===== config.mk =====
export PLATFORM = sky130hd
export DESIGN_NAME = oag_top
export DESIGN_NICKNAME = d
export VERILOG_FILES = /design/src/core/oag_pkg.sv /design/src/core/oag_decode.sv /design/src/core/oag_ea_calc.sv /design/src/core/oag_top.sv
export VERILOG_INCLUDE_DIRS = /design/src /design/src/core
export SDC_FILE = /design/constraint.sdc
export NUM_CORES = 1
export LEC_CHECK = 0
export BUFFER_PORTS_ARGS = -buffer_cell sky130_fd_sc_hd__buf_2
export CAP_MARGIN = 0
export CORE_MARGIN = 5
export CORE_UTILIZATION = 55
export CTS_CLUSTER_DIAMETER = 80
export DETAILED_ROUTE_END_ITERATION = 8
export PLACE_DENSITY = 0.85
export RECOVER_POWER = 25
export SLEW_MARGIN = 5
export SYNTH_ARGS = -nofsm -noshare
export SYNTH_HDL_FRONTEND = slang
export SYNTH_SLANG_ARGS = --single-unit

===== constraint.sdc =====
create_clock -name clk -period 3.1 [get_ports clk]
set_input_delay 0.155 -clock clk [delete_from_list [all_inputs] [get_ports clk]]
set_output_delay 0.155 -clock clk [all_outputs]
set_load 0.1 [all_outputs]

===== src/core/oag_params.svh =====
// Constants of the operand address generator: opcode rows, lengths, address limits
`ifndef OAG_PARAMS_SVH
`define OAG_PARAMS_SVH

// ***********************************************
// Opcode rows (upper nibble of the opcode)
// ***********************************************
`define OAG_ROW_BRBIT   4'h0
`define OAG_ROW_BITSC   4'h1
`define OAG_ROW_RMW_DIR 4'h3
`define OAG_ROW_RMW_IX1 4'h6
`define OAG_ROW_RMW_IX  4'h7
`define OAG_ROW_RM_DIR  4'hB
`define OAG_ROW_RM_EXT  4'hC
`define OAG_ROW_RM_IX2  4'hD
`define OAG_ROW_RM_IX1  4'hE
`define OAG_ROW_RM_IX   4'hF

// ***********************************************
// Opcode field positions: row nibble and operation nibble
// ***********************************************
`define OAG_ROW_MSB     7
`define OAG_ROW_LSB     4
`define OAG_LOW_MSB     3
`define OAG_LOW_LSB     0

// ***********************************************
// Register/memory operations with no register operand
// ***********************************************
`define OAG_OP_JUMP     4'hC
`define OAG_OP_JUMP_SUB 4'hD

// ***********************************************
// Instruction lengths and address figures
// ***********************************************
`define OAG_LEN_1       2'h1
`define OAG_LEN_2       2'h2
`define OAG_LEN_3       2'h3
`define OAG_PAGE0_HI    8'h00
`define OAG_IX1_MAX     16'h01FE
`define OAG_RESET_PC    16'h0000
`define OAG_PC_STEP     16'h0001
`define OAG_ZERO_BYTE   8'h00
`define OAG_ZERO_ADDR   16'h0000

`endif


===== src/core/oag_pkg.sv =====
// Types shared by the operand address generator modules
`default_nettype none

package oag_pkg;

	// Addressing mode of the fetched instruction
	typedef enum logic [2:0] {
		OAG_M_NONE = 3'h0,
		OAG_M_DIR  = 3'h1,
		OAG_M_EXT  = 3'h2,
		OAG_M_IX   = 3'h3,
		OAG_M_IX1  = 3'h4,
		OAG_M_IX2  = 3'h5
	} oag_mode_t;

	// Instruction class as far as address forming cares
	typedef enum logic [2:0] {
		OAG_C_NONE   = 3'h0,
		OAG_C_REGMEM = 3'h1,
		OAG_C_JUMP   = 3'h2,
		OAG_C_RMW    = 3'h3,
		OAG_C_BITSC  = 3'h4,
		OAG_C_BRBIT  = 3'h5
	} oag_class_t;

	// Fetch sequencer states, one-hot
	typedef enum logic [7:0] {
		OAG_S_RD_OP  = 8'h01,
		OAG_S_CAP_OP = 8'h02,
		OAG_S_RD_B1  = 8'h04,
		OAG_S_CAP_B1 = 8'h08,
		OAG_S_RD_B2  = 8'h10,
		OAG_S_CAP_B2 = 8'h20,
		OAG_S_CALC   = 8'h40,
		OAG_S_DONE   = 8'h80
	} oag_state_t;

	// Whole state of the top module
	typedef struct packed {
		oag_state_t st;
		logic [15:0] pc;
		logic [15:0] start_pc;
		logic [7:0]  opcode;
		logic [7:0]  b1;
		logic [7:0]  b2;
		logic [7:0]  idx;
		logic [15:0] ea;
		oag_mode_t   mode;
		oag_class_t  cls;
		logic [1:0]  len;
		logic        sup;
	} oag_regs_t;

endpackage

`default_nettype wire


===== src/core/oag_decode.sv =====
// Opcode classifier: addressing mode, class, length and support flag
`include "oag_params.svh"
`default_nettype none

module oag_decode (
	input  wire logic [7:0]            opcode,
	output var  oag_pkg::oag_mode_t    mode,
	output var  oag_pkg::oag_class_t   cls,
	output logic [1:0]                 len,
	output logic                       supported
);
	import oag_pkg::*;

	logic [3:0] op_row;
	logic [3:0] op_low;

	// Opcode fields: the upper nibble picks the row, the lower nibble the operation
	assign op_row = opcode[`OAG_ROW_MSB:`OAG_ROW_LSB];
	assign op_low = opcode[`OAG_LOW_MSB:`OAG_LOW_LSB];

	// Jumps share the register/memory rows but carry no register operand
	function automatic oag_class_t rm_class(input logic [3:0] low);
		rm_class = (low == `OAG_OP_JUMP || low == `OAG_OP_JUMP_SUB) ? OAG_C_JUMP : OAG_C_REGMEM;
	endfunction

	// Length follows from the mode alone, except for the branch-on-bit form
	function automatic logic [1:0] mode_len(input oag_mode_t m);
		case (m)
			OAG_M_DIR, OAG_M_IX1: mode_len = `OAG_LEN_2;
			OAG_M_EXT, OAG_M_IX2: mode_len = `OAG_LEN_3;
			default:              mode_len = `OAG_LEN_1;
		endcase
	endfunction

	// Row decode; rows not listed belong to modes handled elsewhere
	always_comb begin
		supported = 1'b1;
		case (op_row)
			`OAG_ROW_BRBIT: begin
				mode = OAG_M_DIR;
				cls  = OAG_C_BRBIT;
			end
			`OAG_ROW_BITSC: begin
				mode = OAG_M_DIR;
				cls  = OAG_C_BITSC;
			end
			`OAG_ROW_RMW_DIR: begin
				mode = OAG_M_DIR;
				cls  = OAG_C_RMW;
			end
			`OAG_ROW_RMW_IX1: begin
				mode = OAG_M_IX1;
				cls  = OAG_C_RMW;
			end
			`OAG_ROW_RMW_IX: begin
				mode = OAG_M_IX;
				cls  = OAG_C_RMW;
			end
			`OAG_ROW_RM_DIR: begin
				mode = OAG_M_DIR;
				cls  = rm_class(op_low);
			end
			`OAG_ROW_RM_EXT: begin
				mode = OAG_M_EXT;
				cls  = rm_class(op_low);
			end
			`OAG_ROW_RM_IX2: begin
				mode = OAG_M_IX2;
				cls  = rm_class(op_low);
			end
			`OAG_ROW_RM_IX1: begin
				mode = OAG_M_IX1;
				cls  = rm_class(op_low);
			end
			`OAG_ROW_RM_IX: begin
				mode = OAG_M_IX;
				cls  = rm_class(op_low);
			end
			default: begin
				mode      = OAG_M_NONE;
				cls       = OAG_C_NONE;
				supported = 1'b0;
			end
		endcase
		// Branch-on-bit carries a relative byte after its direct byte
		len = (cls == OAG_C_BRBIT) ? `OAG_LEN_3 : mode_len(mode);
	end

endmodule

`default_nettype wire


===== src/core/oag_ea_calc.sv =====
// Effective-address adder for the memory addressing modes
`include "oag_params.svh"
`default_nettype none

module oag_ea_calc (
	input  var  oag_pkg::oag_mode_t mode,
	input  wire logic [7:0]         b1,
	input  wire logic [7:0]         b2,
	input  wire logic [7:0]         idx,
	output logic [15:0]             ea
);
	import oag_pkg::*;

	logic [8:0] short_sum;

	// Nine-bit sum keeps the carry instead of wrapping inside page zero
	assign short_sum = {1'b0, b1} + {1'b0, idx};

	// Address per mode; extended and 16-bit offset take the first byte as high
	always_comb begin
		case (mode)
			OAG_M_DIR: ea = {`OAG_PAGE0_HI, b1};
			OAG_M_EXT: ea = {b1, b2};
			OAG_M_IX:  ea = {`OAG_PAGE0_HI, idx};
			OAG_M_IX1: ea = {7'h00, short_sum};
			OAG_M_IX2: ea = {b1, b2} + {`OAG_ZERO_BYTE, idx};
			default:   ea = `OAG_ZERO_ADDR;
		endcase
	end

endmodule

`default_nettype wire


===== src/core/oag_top.sv =====
// Operand fetch sequencer and effective-address generator of the CPU
//
// Notes on behaviour
// - Direct form is two bytes; address high byte is zero, page zero only.
// - Branch-on-bit set/clear is three bytes: direct operand byte, then relative byte.
// - Direct accepted by load, store, arithmetic, logic, rmw, test, bit ops, jumps.
// - Extended form is three bytes: high address byte first, then low byte.
// - Extended only for register/memory ops and jumps; no rmw or bit forms.
// - Indexed without offset is one byte; address is zero high byte, index low.
// - Indexed 8-bit offset is two bytes; address is index plus offset, unsigned.
// - The 8-bit offset sum keeps its carry; highest address is 510.
// - Indexed 16-bit offset is three bytes; index plus 16-bit offset, unsigned.
// - The 16-bit offset takes high byte first, low byte second.
// - Read-modify-write and test have no-offset and 8-bit indexed forms only.
// - Register/memory ops and jumps have all three indexed forms.
`include "oag_params.svh"
`default_nettype none

module oag_top (
	input  wire logic                  clk,
	input  wire logic                  rst,
	input  wire logic [7:0]            mem_rdata,
	input  wire logic [7:0]            index_reg,
	input  wire logic                  ea_accept,
	input  wire logic                  pc_load,
	input  wire logic [15:0]           pc_target,
	output logic                       mem_rd,
	output logic [15:0]                mem_addr,
	output logic                       ea_valid,
	output logic [15:0]                ea,
	output var  oag_pkg::oag_mode_t    mode,
	output var  oag_pkg::oag_class_t   op_class,
	output logic [7:0]                 opcode,
	output logic [7:0]                 operand_hi,
	output logic [7:0]                 operand_lo,
	output logic [1:0]                 instr_len,
	output logic                       mode_supported,
	output logic [15:0]                next_pc,
	output logic [15:0]                start_pc
);
	import oag_pkg::*;

	// ***********************************************
	// State and helpers
	// ***********************************************
	oag_regs_t  s;
	oag_regs_t  next_s;
	oag_mode_t  dec_mode;
	oag_class_t dec_cls;
	logic [1:0] dec_len;
	logic       dec_sup;
	logic [15:0] calc_ea;

	// Decode straight off the read data so the opcode cycle latches its results
	oag_decode u_decode (
		.opcode    (mem_rdata),
		.mode      (dec_mode),
		.cls       (dec_cls),
		.len       (dec_len),
		.supported (dec_sup)
	);

	// Index is sampled in the calculation cycle, after the last byte is in
	oag_ea_calc u_ea (
		.mode (s.mode),
		.b1   (s.b1),
		.b2   (s.b2),
		.idx  (index_reg),
		.ea   (calc_ea)
	);

	// ***********************************************
	// Sequencer
	// ***********************************************
	// Memory answers the cycle after a read strobe; each byte costs two cycles
	always_comb begin
		next_s = s;
		case (s.st)
			OAG_S_RD_OP: begin
				next_s.start_pc = s.pc;
				next_s.st       = OAG_S_CAP_OP;
			end
			OAG_S_CAP_OP: begin
				next_s.opcode = mem_rdata;
				next_s.mode   = dec_mode;
				next_s.cls    = dec_cls;
				next_s.len    = dec_len;
				next_s.sup    = dec_sup;
				next_s.b1     = `OAG_ZERO_BYTE;
				next_s.b2     = `OAG_ZERO_BYTE;
				next_s.pc     = s.pc + `OAG_PC_STEP;
				next_s.st     = (dec_len == `OAG_LEN_1) ? OAG_S_CALC : OAG_S_RD_B1;
			end
			OAG_S_RD_B1: begin
				next_s.st = OAG_S_CAP_B1;
			end
			OAG_S_CAP_B1: begin
				next_s.b1 = mem_rdata;
				next_s.pc = s.pc + `OAG_PC_STEP;
				next_s.st = (s.len == `OAG_LEN_3) ? OAG_S_RD_B2 : OAG_S_CALC;
			end
			OAG_S_RD_B2: begin
				next_s.st = OAG_S_CAP_B2;
			end
			OAG_S_CAP_B2: begin
				next_s.b2 = mem_rdata;
				next_s.pc = s.pc + `OAG_PC_STEP;
				next_s.st = OAG_S_CALC;
			end
			OAG_S_CALC: begin
				next_s.ea  = calc_ea;
				next_s.idx = index_reg;
				next_s.st  = OAG_S_DONE;
			end
			OAG_S_DONE: begin
				// Hold the result until the executor takes it; a jump reloads the counter
				if (ea_accept) begin
					next_s.pc = pc_load ? pc_target : s.pc;
					next_s.st = OAG_S_RD_OP;
				end
			end
			default: begin
				next_s.st = OAG_S_RD_OP;
			end
		endcase
	end

	// Register the whole state; fetching starts at the reset address
	always_ff @(posedge clk or posedge rst) begin
		if (rst) begin
			s.st       <= OAG_S_RD_OP;
			s.pc       <= `OAG_RESET_PC;
			s.start_pc <= `OAG_RESET_PC;
			s.opcode   <= `OAG_ZERO_BYTE;
			s.b1       <= `OAG_ZERO_BYTE;
			s.b2       <= `OAG_ZERO_BYTE;
			s.idx      <= `OAG_ZERO_BYTE;
			s.ea       <= `OAG_ZERO_ADDR;
			s.mode     <= OAG_M_NONE;
			s.cls      <= OAG_C_NONE;
			s.len      <= `OAG_LEN_1;
			s.sup      <= 1'b0;
		end else begin
			s <= next_s;
		end
	end

	// ***********************************************
	// Outputs
	// ***********************************************
	// Strobes are decoded from state; data all come from flip-flops
	assign mem_rd         = (s.st == OAG_S_RD_OP) || (s.st == OAG_S_RD_B1) || (s.st == OAG_S_RD_B2);
	assign mem_addr       = s.pc;
	assign ea_valid       = (s.st == OAG_S_DONE);
	assign ea             = s.ea;
	assign mode           = s.mode;
	assign op_class       = s.cls;
	assign opcode         = s.opcode;
	assign operand_hi     = s.b1;
	assign operand_lo     = s.b2;
	assign instr_len      = s.len;
	assign mode_supported = s.sup;
	assign next_pc        = s.pc;
	assign start_pc       = s.start_pc;
endmodule

`default_nettype wire


Word level (Yosys, flattened, before mapping)

Index checks and enable logic that the tools add are counted.

Flip-flop bits (word level): 89
Bits of input ports: 36
Output and inout port bits: 99

Add/sub/neg operators: 3
Equality and inequality tests: 33
Muxes and demuxes: 15
Reductions and logical operators: 17

Operators by type and width:

| cell                    | count |
|---|---|
| $pmux W16 S5            | 1 |
| $pmux W8 S8             | 1 |
| $pmux W16 S2            | 1 |
| $pmux W8 S2             | 2 |
| $eq A4 B4 Y1 const B    | 7 |
| $mux W24                | 1 |
| $add A16 B1 Y16 const B | 1 |
| $add A16 B8 Y16         | 1 |
| $mux W16                | 1 |
| $eq A3 B3 Y1 const B    | 5 |
| $pmux W3 S5             | 1 |
| $mux W7                 | 2 |
| $pmux W3 S4             | 1 |
| $reduce_or A10 Y1       | 1 |
| $add A8 B8 Y9           | 1 |
| $eq A3 B2 Y1 const B    | 3 |
| $eq A4 B3 Y1 const B    | 2 |
| $eq A8 B1 Y1 const B    | 1 |
| $eq A8 B2 Y1 const B    | 1 |
| $eq A8 B3 Y1 const B    | 1 |
| $eq A8 B4 Y1 const B    | 1 |
| $eq A8 B5 Y1 const B    | 1 |
| $eq A8 B6 Y1 const B    | 1 |
| $eq A8 B7 Y1 const B    | 1 |
| other kinds (18)        | 29 |

Logic depth before layout (Yosys ltp)

Gate-level depths: netlist (run 1).

Depth in word-level cells: 10
Mapped depth: 7
Depth with buffers taken out: 7

Hierarchy

Synthesis (run 1) repeated with hierarchy kept, for this count alone.

Cells, all modules: 636
Area, all modules: 6008.3 µm²

Modules (own cells, without submodules):

| module      | times used | cells each | area an instance (µm²) | sequential area each (µm²) |
|---|---|---|---|---|
| oag_top     | 1          | 449        | 4613.2                 | 2229.6 |
| oag_ea_calc | 1          | 161        | 1214.9                 | 0.0 |
| oag_decode  | 1          | 26         | 180.2                  | 0.0 |

Worst setup path before layout (run 1)

OpenSTA, ideal clock, no wires.

Kind: flip-flop to flip-flop
Start: register s[92] (netlist bit)
End: register s[89] (netlist bit)
Data arrival time: 3151 ps
Slack: -237 ps
Stages on the path, launching flop included: 5
Period minus slack after synthesis: 3337 ps
Cells stage by stage: dfrtp_1 -> nor4_4 -> nand2_1 -> o21ai_0 -> nor3_1

Cells in the longest elaborated chain, start to end: 2
Elaborated cells on any way between the ends: 10
Those cells by class: eq/ne (9); mux (1)

Ends and longest elaborated chain:

| what                                               | RTL line       | RTL |
|---|---|---|
| start: declaration                                 | oag_top.sv:46  | `oag_regs_t s;` |
| start signal: assignment                           | oag_top.sv:144 | `s <= next_s;` |
| $eq A8 B8 Y1, or another cell as far along         | oag_top.sv:78  | `case (s.st)` |
| $pmux W8 S8 / $ne A2 B2 Y1 (equally long branches) | n/a            |  |

Several ways; a longest one is shown, not always the timed one.
A chain may end at the register's enable or synchronous reset.

Worst setup path after layout (run 1)

Start: register operand_hi[0] (netlist name)
End: register ea[8] (netlist name)

Cells in the longest elaborated chain, start to end: 2
Elaborated cells on any way between the ends: 3
Those cells by class: add/sub (2); mux (1)

Ends and longest elaborated chain:

| what                                                    | RTL line                             | RTL |
|---|---|---|
| $add A16 B8 Y16 / $add A8 B8 Y9 (equally long branches) | oag_ea_calc.sv:26, oag_ea_calc.sv:17 |  |
| $pmux W16 S5 *                                          | oag_ea_calc.sv:21                    | `case (mode)` |

Mark *: on every way between the ends. The rest lies on a longest branch, timed or not.

==> results list, run 1 <==
- Slew headroom: -0.0923
* Number of core rows: 37
- In the global route stage, met3 resource usage came out at 0.0408.
- Of the synthesized area, sequential elements account for 0.377.
* Met2 track utilization from global routing: 0.367
- First DRT Iteration DRCs: 280
* TritonCTS clock tree: built
- After technology mapping, the gate count stands at 624.
* Ys async rst share: 1.00
- Ports: 135
- FF+latch count, synth: 89
* Worst min-delay path category: input pin to register
* Wire length per cell after detailed routing: 18.8 um
- Number of instances resized during post-cts repair: 0
* Clock Skews: 0.0123 ns
- Hold endpoint: mem_addr[6]$_DFFE_PP0P_
- Highest-utilization routing layer at the global route stage: met2
- The H-tree was split into 3 levels.
* Worst setup path category: register to register
- For the pin with the worst max-slew slack, the measured transition is 1.63 ns.
* Overall overflow remaining after global route: 0
* Post-Route Hold Slack: roughly 0.017 ns
- EDFF count, synth: 0
- Detailed-route wire length: 15100 um
- Run status: finished with violations
- Routed vias/inst: about 6
- In the routed design, unresolved DRC markers number 0.
* Failing checks: capacitance limit, slew limit
* Initial standard-cell utilization of the core: 0.567
- Antenna violations before repair: 0
- Post-synth top flop: sky130_fd_sc_hd__dfrtp_1
- Cell Count, Final, Fillers Out: 806
* Hold path cells: 3
* Portion of the clock cycle consumed by the worst path in the final layout: 0.777
- Via total after detailed routing: 4850
- Pin count of the biggest net entering global routing: 38
* Share of final-layout standard cells stronger than drive strength 1: 0.270
- Number of distinct standard cells referenced by the synthesized netlist: 66
- The floorplan step defined a die boundary enclosing 12900 sq um.
- For the worst setup path, the data required time is 3.33 ns.
- Number of cells after detailed placement: 787
* Register-to-Register Path Depth: 7
* Critical Path Fanout Max: 3
- Core Box Area: 10400 sq um
- Worst setup slack for register-to-register paths: 0.69 ns
- Timing would allow up to 0.415 GHz.
- The sequential cells in the finished layout cover a total of around 2200 sq um.
- Global routing met1 resource utilization: 0.339
* CTS Buf Count: 9
- When the netlist entered floorplanning its net count stood at 679.
* Remaining antenna violation count after routing: 0
- Shortest period the worst path allows: 2.41 ns
* Total track usage: 0.238
- In this run the most critical hold path is launched from pc_target[6].
* HPWL after detailed placement: 11100 um
- Wire length of the first global-routing pass: 24800 um
* Fin. Hold Viols: 0
* Capture point of the worst reg-to-reg path: ea[8]$_DFFE_PP0N_
* Multi-input gate area in the final layout: 2810 sq um
- Total negative slack: 0 ns
- The number of slew-limit violations in the final report is 38.
- The first detailed-routing pass ran for 5 iterations.
- Unrepaired setup endpoints after global routing: no
- The number of global-route vias before repair was around 4800.
* Clock transition at the register clock pins on the worst setup and hold paths after CTS: roughly 0.10 ns
- After the last flow step, the layout net total stands at slightly above 700.
* Largest buffer count on any clock path: 2
* Launching point of the worst reg2reg path: operand_hi[0]$_DFFE_PP0P_
- The root buffer cell chosen for the clock tree is sky130_fd_sc_hd__clkbuf_8.
* Placer's final routability congestion estimate: 0.891
- The floorplan step set the die height to 114 um.
- Count of warnings emitted by yosys: 0
- Critical path capture point type: register
- Filler cell count in the final layout: 900
* Post-synthesis to final-layout area growth: 5.46%
* Port buffer count: 134
- A synthesized cell averages 9.47 sq um.
* Clock sinks: 89
- From left edge to right edge, the die measures roughly 110 um.
- Post-Route Utilization: 0.598
- For the worst-skew pair, the clock arrives at the later sink with an insertion delay of between 0.3 and 0.4 ns.
* Number of antenna cells inserted: 0
- Max-cap violations in this run came to 1.
- Summing every instance area after synthesis gives 5910 sq um.
- Crit path DAT: 2.64 ns
- Post-CTS setup-driven buffer insertion count: 0
* # setup viols final: 0
* CP startpoint kind: register
[placed cells by master, fill, tap and decap left out, drive strengths merged, types with 9 or more instances in the layout]
| cell | n |
|---|---|
| nor3b | 9 |
| ha | 17 |
| nand2 | 65 |
| mux2i | 10 |
| a211oi | 10 |
| o311ai | 11 |
| buf | 132 |
| mux2 | 23 |
| dfrtp | 87 |
| nand3 | 17 |
| a21oi | 22 |
| o21ai | 31 |
| a22o | 17 |
| a21o | 12 |
| clkbuf | 30 |
| nor2 | 37 |
[through the flow]
| stage | setup slack (ns) | area, sq um |
|---|---|---|
| finish | 0.692 | 6230 |
| global route | 0.326 | 6230 |
| CTS | 0.721 | 6250 |
| detailed placement | 0.748 | 6040 |
| global placement | 0.815 | 6040 |
| floorplan | 0.557 | 5910 |
[layout make-up]
| type | instances | area share |
|---|---|---|
| inverters | 8 | 0.00502 |
| repair buffers | 153 | 0.130 |
| flip-flops and latches | 89 | 0.358 |
| multi-input cells | 404 | 0.450 |
| well taps | 136 | 0.0273 |
| clock buffers | 12 | 0.0249 |
| clock inverters | 4 | 0.00442 |
[worst max-delay path by stage]
| stage | startpoint | to | cells past startpoint | slack [ns] |
|---|---|---|---|---|
| finish | operand_hi[0]$_DFFE_PP0P_ | ea[8]$_DFFE_PP0N_ | 7 | 0.69 |
| global placement | operand_lo[0]$_DFFE_PP0P_ | ea[12]$_DFFE_PP0N_ | 7 | 0.81 |
| floorplan | s[92]$_DFFE_PP0P_ | s[89]$_DFFE_PP1P_ | 4 | 0.56 |
| global route | rst | ea[13]$_DFFE_PP0N_ | 4 | 0.33 |
| detailed placement | operand_hi[0]$_DFFE_PP0P_ | ea[8]$_DFFE_PP0N_ | 7 | 0.75 |
| CTS | operand_hi[0]$_DFFE_PP0P_ | ea[8]$_DFFE_PP0N_ | 7 | 0.72 |
[cell families after synthesis]
family | synth area share
flops | 0.377
xor+xnor | 0.0178
simple gates | 0.162
fa+ha+maj | 0.0428
compound gates | 0.191
buf+inv | 0.148
mux | 0.0608
[routing by layer]
layer,vias up,part of all wire
met5,-,0
met4,0,0.019
met3,25,0.073
met2,209,0.47
met1,2341,0.44
li1,2275,-
[synth_stat cells (5+ instances only)]
master	n	share of area
sky130_fd_sc_hd__buf_4	97	0.12
sky130_fd_sc_hd__dfrtp_1	87	0.37
sky130_fd_sc_hd__nand2_1	64	0.041
sky130_fd_sc_hd__nor2_1	37	0.024
sky130_fd_sc_hd__o21ai_0	31	0.026
sky130_fd_sc_hd__mux2_2	23	0.044
sky130_fd_sc_hd__a21oi_1	22	0.019
sky130_fd_sc_hd__a22o_1	17	0.025
sky130_fd_sc_hd__clkbuf_1	17	0.011
sky130_fd_sc_hd__ha_1	17	0.036
sky130_fd_sc_hd__nand3_1	17	0.014
sky130_fd_sc_hd__a21o_1	12	0.015
sky130_fd_sc_hd__mux2i_1	10	0.017
sky130_fd_sc_hd__a211oi_1	9	0.011
sky130_fd_sc_hd__a22oi_1	8	0.010
sky130_fd_sc_hd__inv_1	8	0.0051
sky130_fd_sc_hd__nor3_1	8	0.0068
sky130_fd_sc_hd__nor3b_1	8	0.010
sky130_fd_sc_hd__buf_2	7	0.0059
sky130_fd_sc_hd__nand4_1	7	0.0074
sky130_fd_sc_hd__o311ai_0	7	0.010
sky130_fd_sc_hd__xnor2_1	7	0.010
sky130_fd_sc_hd__a31oi_1	6	0.0064
sky130_fd_sc_hd__and3_1	6	0.0064
sky130_fd_sc_hd__o211ai_1	6	0.0076
sky130_fd_sc_hd__and2_1	5	0.0053
sky130_fd_sc_hd__or4_1	5	0.0064
sky130_fd_sc_hd__xor2_1	5	0.0074
[worst max-delay path: stages, from the launching register on]
cell and delay, ns:
sky130_fd_sc_hd__dfrtp_1 0.39, sky130_fd_sc_hd__ha_1 0.22, sky130_fd_sc_hd__fa_1 0.43, sky130_fd_sc_hd__a211o_1 0.36, sky130_fd_sc_hd__a2111oi_0 0.46, sky130_fd_sc_hd__nor3_1 0.09
sky130_fd_sc_hd__o21ai_0 0.18, sky130_fd_sc_hd__o311ai_0 0.14
[flip-flops by register name, indices dropped and copies added (netlist names)]
register and cells:
mode 3, instr_len 2, start_pc 16, s 8
mode_supported 1, operand_lo 8, op_class 3, mem_addr 16
opcode 8, operand_hi 8, ea 16
[repair_timing]
item                                    in CTS  in global routing
endpoints found under the setup margin       0                  0
endpoints found under the hold margin       36                  0
hold buffers                                 3                  0
Power of run 1 is not shown: default switching activity piles up to over one toggle a cycle in this logic, so the estimate is an artifact.
==> run 2: changes to the inputs <==
--- a/config.mk
+++ b/config.mk
@@ -9,10 +9,10 @@
 export BUFFER_PORTS_ARGS = -buffer_cell sky130_fd_sc_hd__buf_2
 export CAP_MARGIN = 0
 export CORE_MARGIN = 5
-export CORE_UTILIZATION = 55
+export CORE_UTILIZATION = 50
 export CTS_CLUSTER_DIAMETER = 80
 export DETAILED_ROUTE_END_ITERATION = 8
-export PLACE_DENSITY = 0.85
+export PLACE_DENSITY = 0.82
 export RECOVER_POWER = 25
 export SLEW_MARGIN = 5
 export SYNTH_ARGS = -nofsm -noshare
==> constraint.sdc (replaced) <==
create_clock -name clk -period 2 [get_ports clk]
set_input_delay 0.1 -clock clk [delete_from_list [all_inputs] [get_ports clk]]
set_output_delay 0.1 -clock clk [all_outputs]
set_load 0.1 [all_outputs]
==> run 2 against run 1 <==
Compared with the run above:
- the run ends with setup timing left
- worst hold slack got worse by 0.015 ns
- final area rose by 13%
- setup slack got worse by 0.72 ns
- highest routed layer unchanged
- critical endpoint is now ea[6]$_DFFE_PP0N_
- count of clock-buffer cells in the layout did not move
- first-iteration DRC count rose by 75%
- global-route usage fell by 1.2 points
- final cell count rose by 8.2%
==> results list, run 2 (synthesis results as in run 1) <==
- Run status: finished with violations
- Failing checks: setup timing
- The insertion delay of the later-clocked pin in the worst-skew pair is 0.34 ns (-0.03 ns).
* Total track usage: 0.226 (-0.0118)
- STA classifies the critical path startpoint as a register.
* Remaining antenna violation count after routing: 0 (unchanged)
- From synthesis to final layout, the design area changed by 19.3%.
* Die X-Extent: 119 um (+4.4%)
* Shortest period the worst path allows: 2.02 ns (-0.384 ns)
- Number of violations of the max-capacitance limit: 0 (-1)
- Commonest non-fill, non-tap cell in the layout: sky130_fd_sc_hd__buf_2
- Highest cell delay on the worst timing path: 0.38 ns (-0.08 ns)
- The register clock-pin slew on the reported worst setup and hold paths was 0.07 ns (-0.03 ns).
* CTS Buf Count: 9 (unchanged)
* # setup viols final: 2 (+2)
* Post-Route Utilization: 0.612 (+0.0136)
- Launch point of the worst hold path: mem_rdata[0]
- Routed vias/inst: 5.99 (-0.38%)
* Chain of cells forming the critical path: ha_2 -> fa_2 -> a211o_1 -> a21o_1 -> a211o_1 -> a31oi_1 -> a31oi_1
- Critical Path Fanout Max: 3 (unchanged)
- Worst setup path category: register to register
- Clock tree synthesis selected as its root buffer the cell sky130_fd_sc_hd__clkbuf_16.
- The tightest min-delay check is of the input pin to register type.
- DRC violation count after routing: 0 (unchanged)
* Wire length of the first global-routing pass: 26100 um (+5.3%)
* Commonest cells after routing, fill and taps aside: sky130_fd_sc_hd__buf_2, sky130_fd_sc_hd__dfrtp_1, sky130_fd_sc_hd__buf_4
- The die outline height is 119 um (+4.4%).
- The starting density of the core is 0.513 (-0.0542).
- Transition time of the tightest slew-check pin: 1.06 ns (-0.572 ns)
* Crit path DAT: 2.24 ns (-0.40 ns)
* Final WS setup: -0.0241 ns (-0.716 ns)
- Ports: 135 (unchanged)
- The wire length per cell came to 19.5 um (+4.0%).
- The half-perimeter wire length after detailed placement came to 12200 um (+9.7%).
- The number of antenna violations at the first check in global routing was 0 (unchanged).
* Unrepaired setup endpoints after global routing: yes
* Maximum achievable frequency: 0.494 GHz (+19%)
- The number of sinks on the clock net came to 89 (unchanged).
- Share of final-layout standard cells stronger than drive strength 1: 0.396 (+0.126)
- Clock Skews: 0.00770 ns (-0.00455 ns)
- The number of global-route vias before repair is 5007 (+4.7%).
- The number of slew-limit violations in the final report was 0 (-100%).
* Slowest library cell on the worst path: sky130_fd_sc_hd__dfrtp_1
- Port buffer count: 134 (unchanged)
* Detailed-route wire length: 17000 um (+13%)
- The initial DRC count was 490 (+75%).
* Placer's final routability congestion estimate: 0.993 (+12%)
- Total die area: 14100 sq um (+9.1%)
- Overall overflow remaining after global route: 0 (unchanged)
- Largest buffer count on any clock path: 2 (unchanged)
- Launching point of the worst reg2reg path: operand_hi[0]$_DFFE_PP0P_
- Layout net count: 779 (+8.2%)
- Number of core rows: 39 (+5.4%)
- Total negative slack: -0.0278 ns (-0.0278 ns)
* Slew headroom: 0.291 (+0.383)
- The number of detailed-route iterations in the first pass came to 5 (unchanged).
* Filler cell count in the final layout: 914 (+1.6%)
- Core Box Area: 11500 sq um (+11%)
* Fin. Hold Viols: 0 (unchanged)
* Worst endpoint required time: 2.22 ns (-1.11 ns)
* Number of antenna cells inserted: 0 (unchanged)
- Tracing the worst setup path back leads to its startpoint at operand_hi[0]$_DFFE_PP0P_.
- TritonCTS clock tree: built
- The pin count of the biggest net entering global routing was 40 (+5.3%).
- Portion of the clock cycle consumed by the worst path in the final layout: 1.01 (+0.235)
* Critical path capture point type: register
* H-tree depth: 3 (unchanged)
* Via total after detailed routing: 5227 (+7.8%)
[run 2: changes by cell type in the layout (fill, tap and decap cells not counted), moves of 4 or more]
cell | before | now
sky130_fd_sc_hd__buf_2 | 116 | 131
sky130_fd_sc_hd__ha_1 | 17 | 13
sky130_fd_sc_hd__o21ai_0 | 30 | 24
sky130_fd_sc_hd__o311ai_0 | 7 | 0
sky130_fd_sc_hd__clkbuf_16 | 0 | 9
sky130_fd_sc_hd__clkbuf_1 | 19 | 3
sky130_fd_sc_hd__clkbuf_8 | 11 | 1
sky130_fd_sc_hd__buf_4 | 15 | 65
sky130_fd_sc_hd__o311ai_1 | 4 | 8
sky130_fd_sc_hd__a211oi_1 | 9 | 5
sky130_fd_sc_hd__o21ai_1 | 1 | 5
[run 2: critical path: cells and delay by family (launching register included)]
kind            cells  cell delay [ns]
compound gates      5             0.99
fa+ha+maj           2             0.52
flops               1             0.38
[run 2: stage by stage]
stage	hold slack (ns)	instances	area [sq um]	setup WS [ns]
finish	0.00134	872	7040	-0.0241
global route	-0.00000536	872	7040	-0.153
CTS	0.0000530	862	6830	-0.0562
detailed placement	0.196	836	6450	-0.0820
global placement	0.189	836	6450	-0.0272
floorplan	0.205	624	5950	-0.0128
[run 2: path summary, 6_finish.rpt]
kind                                           end  slack [ns]  cells after the start
min                          opcode[0]$_DFFE_PP0P_       0.001                      3
min reg2reg                  opcode[3]$_DFFE_PP0P_        0.47                      2
max                              ea[6]$_DFFE_PP0N_       -0.02                      7
max in group asynchronous        s[94]$_DFFE_PP0P_        0.28                      4
max reg2reg                      ea[6]$_DFFE_PP0N_       -0.02                      7
min in group asynchronous  mem_addr[3]$_DFFE_PP0P_        0.48                      3
[run 2: area by class of cell]
class / count / area (sq um) / area share
inverter: 8 / 35.0 / 0.00497
clock buffer: 12 / 246 / 0.0350
sequential: 89 / 2230 / 0.317
tap: 143 / 179 / 0.0254
timing repair buffer: 211 / 1310 / 0.187
clock inverter: 4 / 26.3 / 0.00373
multi-input combinational: 405 / 3010 / 0.428
[run 2: metal layers]
metal / vias to the layer above / track usage / routed length [um]
li1: 2398 / - / -
met5: - / 0 / 0
met2: 267 / 0.355 / 7950
met3: 39 / 0.0430 / 1390
met1: 2523 / 0.321 / 7350
met4: 0 / 0.0601 / 325
[run 2: timing repair]
item,in CTS,in global routing
endpoints found under the hold margin,27,0
buffers inserted,4,9
resized for setup,7,45
pin swaps,11,19
gates cloned,0,1
hold buffers,6,0
setup endpoints to repair,10,25
Power of run 2 is left out for the same reason.
==> run 3: changes to the inputs <==
==> constraint.sdc (replaced) <==
create_clock -name clk -period 2 [get_ports clk]
set_input_delay 0.1 -clock clk [delete_from_list [all_inputs] [get_ports clk]]
set_output_delay 0.1 -clock clk [all_outputs]
set_load 0.01 [all_outputs]
==> run 3 against run 2 <==
Compared with the run above:
- the flow still finishes with violations (setup timing)
- final cell count down 0.11%
- routed wire length grew 2.8%
- final area shrank 0.75%
- worst hold slack better by 0.0040 ns
- core utilization shrank 0.46 points
- sequential share of layout area is 0.27 points higher
- count of clock-buffer cells in the layout stayed put
- via count grew 1.8%
- register-to-register slack got worse by 0.15 ns
- non-clock buffer count decreased by 1
- critical path depth is 1 lower
- flip-flop and latch count unchanged
==> results list, run 3 (synthesis results as in run 1) <==
- Worst VDD drop: 549 uV
- The floorplan die area was 14100 sq um (unchanged).
* Slowest library cell on the worst path: sky130_fd_sc_hd__or4_1
* Wire length of the first global-routing pass: 26800 um (+2.6%)
* Register-to-Register Path Depth: 6 (-1)
- Fin. Hold Viols: 0 (unchanged)
- The worst hold margin is 0.00535 ns (+0.00401 ns).
- Internal power consumption: 0.00514 W
- The library cell used most frequently in the layout, excluding fill and tap cells, is sky130_fd_sc_hd__buf_2.
- The delay of the slowest cell on the worst path came to 0.48 ns (+0.10 ns).
* Detailed Routing Iterations Pass 1: 6 (+1)
- Leak Pwr: 3.28 nW
- Walking the worst path, the cells encountered are ha_1 -> a211oi_4 -> o211ai_1 -> a21oi_2 -> or4_1 -> a31oi_1.
- TritonCTS built the clock tree.
* Number of core rows: 39 (unchanged)
* Overall overflow remaining after global route: 0 (unchanged)
* Initial standard-cell utilization of the core: 0.513 (unchanged)
- DRC violation count after routing: 0 (unchanged)
- The number of setup violations in the final report came to 7 (+5).
* Pin count of the biggest net entering global routing: 38 (-5.0%)
- Worst Setup Slack post-DPL: -0.106 ns (-0.0236 ns)
- The maximum net fanout on the critical path is 4 (+1).
- First DRT Iteration DRCs: 478 (-2.4%)
- STA classifies the critical path endpoint as a register.
* Placer's final routability congestion estimate: 0.919 (-7.5%)
- The number of nets in the layout is 778 (-0.13%).
- Shortest period the worst path allows: 2.17 ns (+0.148 ns)
- The post-placement cell area is 6390 sq um (-0.93%).
- Worst path buffer plus inverter count: 0 (unchanged)
* Gate family responsible for the most delay along the worst path: compound AO/OA/AOI/OAI gates
* Post-synthesis to final-layout area growth: 18.4%
- Detailed-route wire length: 17500 um (+2.8%)
- The buffer depth of the longest clock path came to 2 (unchanged).
- Number of antenna cells inserted: 0 (unchanged)
- Worst setup slack for register-to-register paths: -0.17 ns (-0.15 ns)
- The required time of the critical path is 2.26 ns (+0.04 ns).
* Clock Power Share: 0.184
* Clock Skews: 0.00713 ns (-0.000573 ns)
- The global-route usage over all layers was 0.234 (+0.00832).
- The number of I/O port buffers was 134 (unchanged).
- Sw power: between 0.003 and 0.004 W
- Transition time of the tightest slew-check pin: 1.22 ns (+0.162 ns)
- Unrepaired setup endpoints after global routing: yes
- Portion of the clock cycle consumed by the worst path in the final layout: 1.09 (+0.0740)
* Core Box Area: 11500 sq um (unchanged)
- The critical path depth in cells is 6 (-1).
* Areal power density over the cells: 1260 nW/um^2
* Number of violations of the max-capacitance limit: 0 (unchanged)
- Slew headroom: 0.183 (-0.109)
- The cell depth of the worst min-delay path came to 3 (unchanged).
* Die X-Extent: 119 um (unchanged)
* HPWL after detailed placement: 12100 um (-0.98%)
- The insertion delay of the later-clocked pin in the worst-skew pair came to 0.34 ns (about the same).
- Final standard cell area without fillers: 6990 sq um (-0.75%)
* Failing checks: setup timing
* Wire length per cell after detailed routing: 20.1 um (+3.0%)
- Maximum achievable frequency: 0.460 GHz (-6.8%)
- The number of sinks on the clock net came to 89 (unchanged).
* Clock transition at the register clock pins on the worst setup and hold paths after CTS: 0.07 ns (about the same)
- The remaining antenna violation count after routing came to 0 (unchanged).
- The data arrival time at the worst-slack endpoint was 2.43 ns (+0.19 ns).
- Commonest cells after routing, fill and taps aside: sky130_fd_sc_hd__buf_2, sky130_fd_sc_hd__dfrtp_1, sky130_fd_sc_hd__nand2_1
- H-tree depth: 3 (unchanged)
- CTS Buf Count: 9 (unchanged)
* Final WS setup: -0.172 ns (-0.148 ns)
* Via total after detailed routing: 5323 (+1.8%)
- Clock Root Buffer: sky130_fd_sc_hd__clkbuf_16
- Sequential group share of total power: 0.345
- STA classifies the critical path startpoint as a register.
- The number of global-route vias before repair is 5097 (+1.8%).
- The number of antenna violations at the first check in global routing is 0 (unchanged).
- The critical path is of the register to register type.
- Die boundary height: 119 um (unchanged)
* Run status: finished with violations
- The number of slew-limit violations in the final report came to 0 (unchanged).
* Routed vias/inst: 6.11 (+2.0%)
* Ports: 135 (unchanged)
- In this run the worst hold path is classified as input pin to register.
- Filler cell count in the final layout: 926 (+1.3%)
* Logic gate share of total power: 0.471
- Share of final-layout standard cells stronger than drive strength 1: 0.328 (-0.0681)
- Switching power share of the total: 0.416
-- run 3: cell count changes in the layout (fill, tap and decap cells not counted), sizes merged --
| cell | previous run | this run |
|---|---|---|
| clkbuf | 15 | 56 |
| inv | 7 | 8 |
| clkinvlp | 3 | 2 |
| buf | 202 | 160 |
-- run 3: power groups by stage --
stage          registers, W  logic, W  clock network [W]
6_report            0.00304   0.00414            0.00162
5_1_grt             0.00312   0.00451            0.00172
4_1_cts             0.00300   0.00401            0.00164
3_5_place_dp        0.00302   0.00393                  0
3_3_place_gp        0.00299   0.00383                  0
2_1_floorplan       0.00291   0.00336                  0
-- run 3: timing repair --
item / CTS / global route
endpoints found under the hold margin: 27 / 0
setup buffers: 3 / 13
endpoints found under the setup margin: 17 / 28
gates cloned: 0 / 1
gates resized for setup: 3 / 39
pin swaps: 9 / 21
hold buffers: 6 / 0
-- run 3: cell type report --
type | instances | area, sq um | share of cell area
Tap cell | 143 | 179 | 0.0256
Clock inverter | 4 | 26.3 | 0.00376
Clock buffer | 12 | 256 | 0.0367
Sequential cell | 89 | 2230 | 0.320
Multi-Input combinational cell | 405 | 3010 | 0.430
Inverter | 8 | 31.3 | 0.00447
Timing Repair Buffer | 210 | 1260 | 0.180
-- run 3: metal layers --
| metal | vias to the layer above | global-route usage | wire, um |
|---|---|---|---|
| li1 | 2396 | - | - |
| met1 | 2561 | 0.306 | 7090 |
| met2 | 299 | 0.380 | 8350 |
| met3 | 67 | 0.0511 | 1400 |
| met4 | 0 | 0.0912 | 660 |
| met5 | - | 0 | 0 |
-- run 3: worst paths after layout --
path,from,endpoint
max,operand_lo[1]$_DFFE_PP0P_,ea[11]$_DFFE_PP0N_
min,mem_rdata[1],opcode[1]$_DFFE_PP0P_
max reg2reg,operand_lo[1]$_DFFE_PP0P_,ea[11]$_DFFE_PP0N_
min reg2reg,opcode[3]$_DFFE_PP0P_,opcode[3]$_DFFE_PP0P_
max in group asynchronous,rst,s[89]$_DFFE_PP1P_
min in group asynchronous,rst,mem_addr[2]$_DFFE_PP0P_
-- run 3: stage by stage --
stage	std cells	util	setup TNS [ns]	total power, W
global route	871	0.607	-1.39	0.00934
CTS	858	0.588	-0.157	0.00865
detailed placement	833	0.555	-0.370	0.00696
floorplan	624	-	-0.0128	0.00627
finish	871	0.607	-0.369	0.00880
global placement	833	0.555	-0.0803	0.00681
-- run 3: tightest hold or removal path: cells and delay by family --
kind | cells | cell delay (ns)
buf+inv | 1 | 0.11
simple gates | 2 | 0.10
No activity file was read; power rests on OpenSTA's default activity.
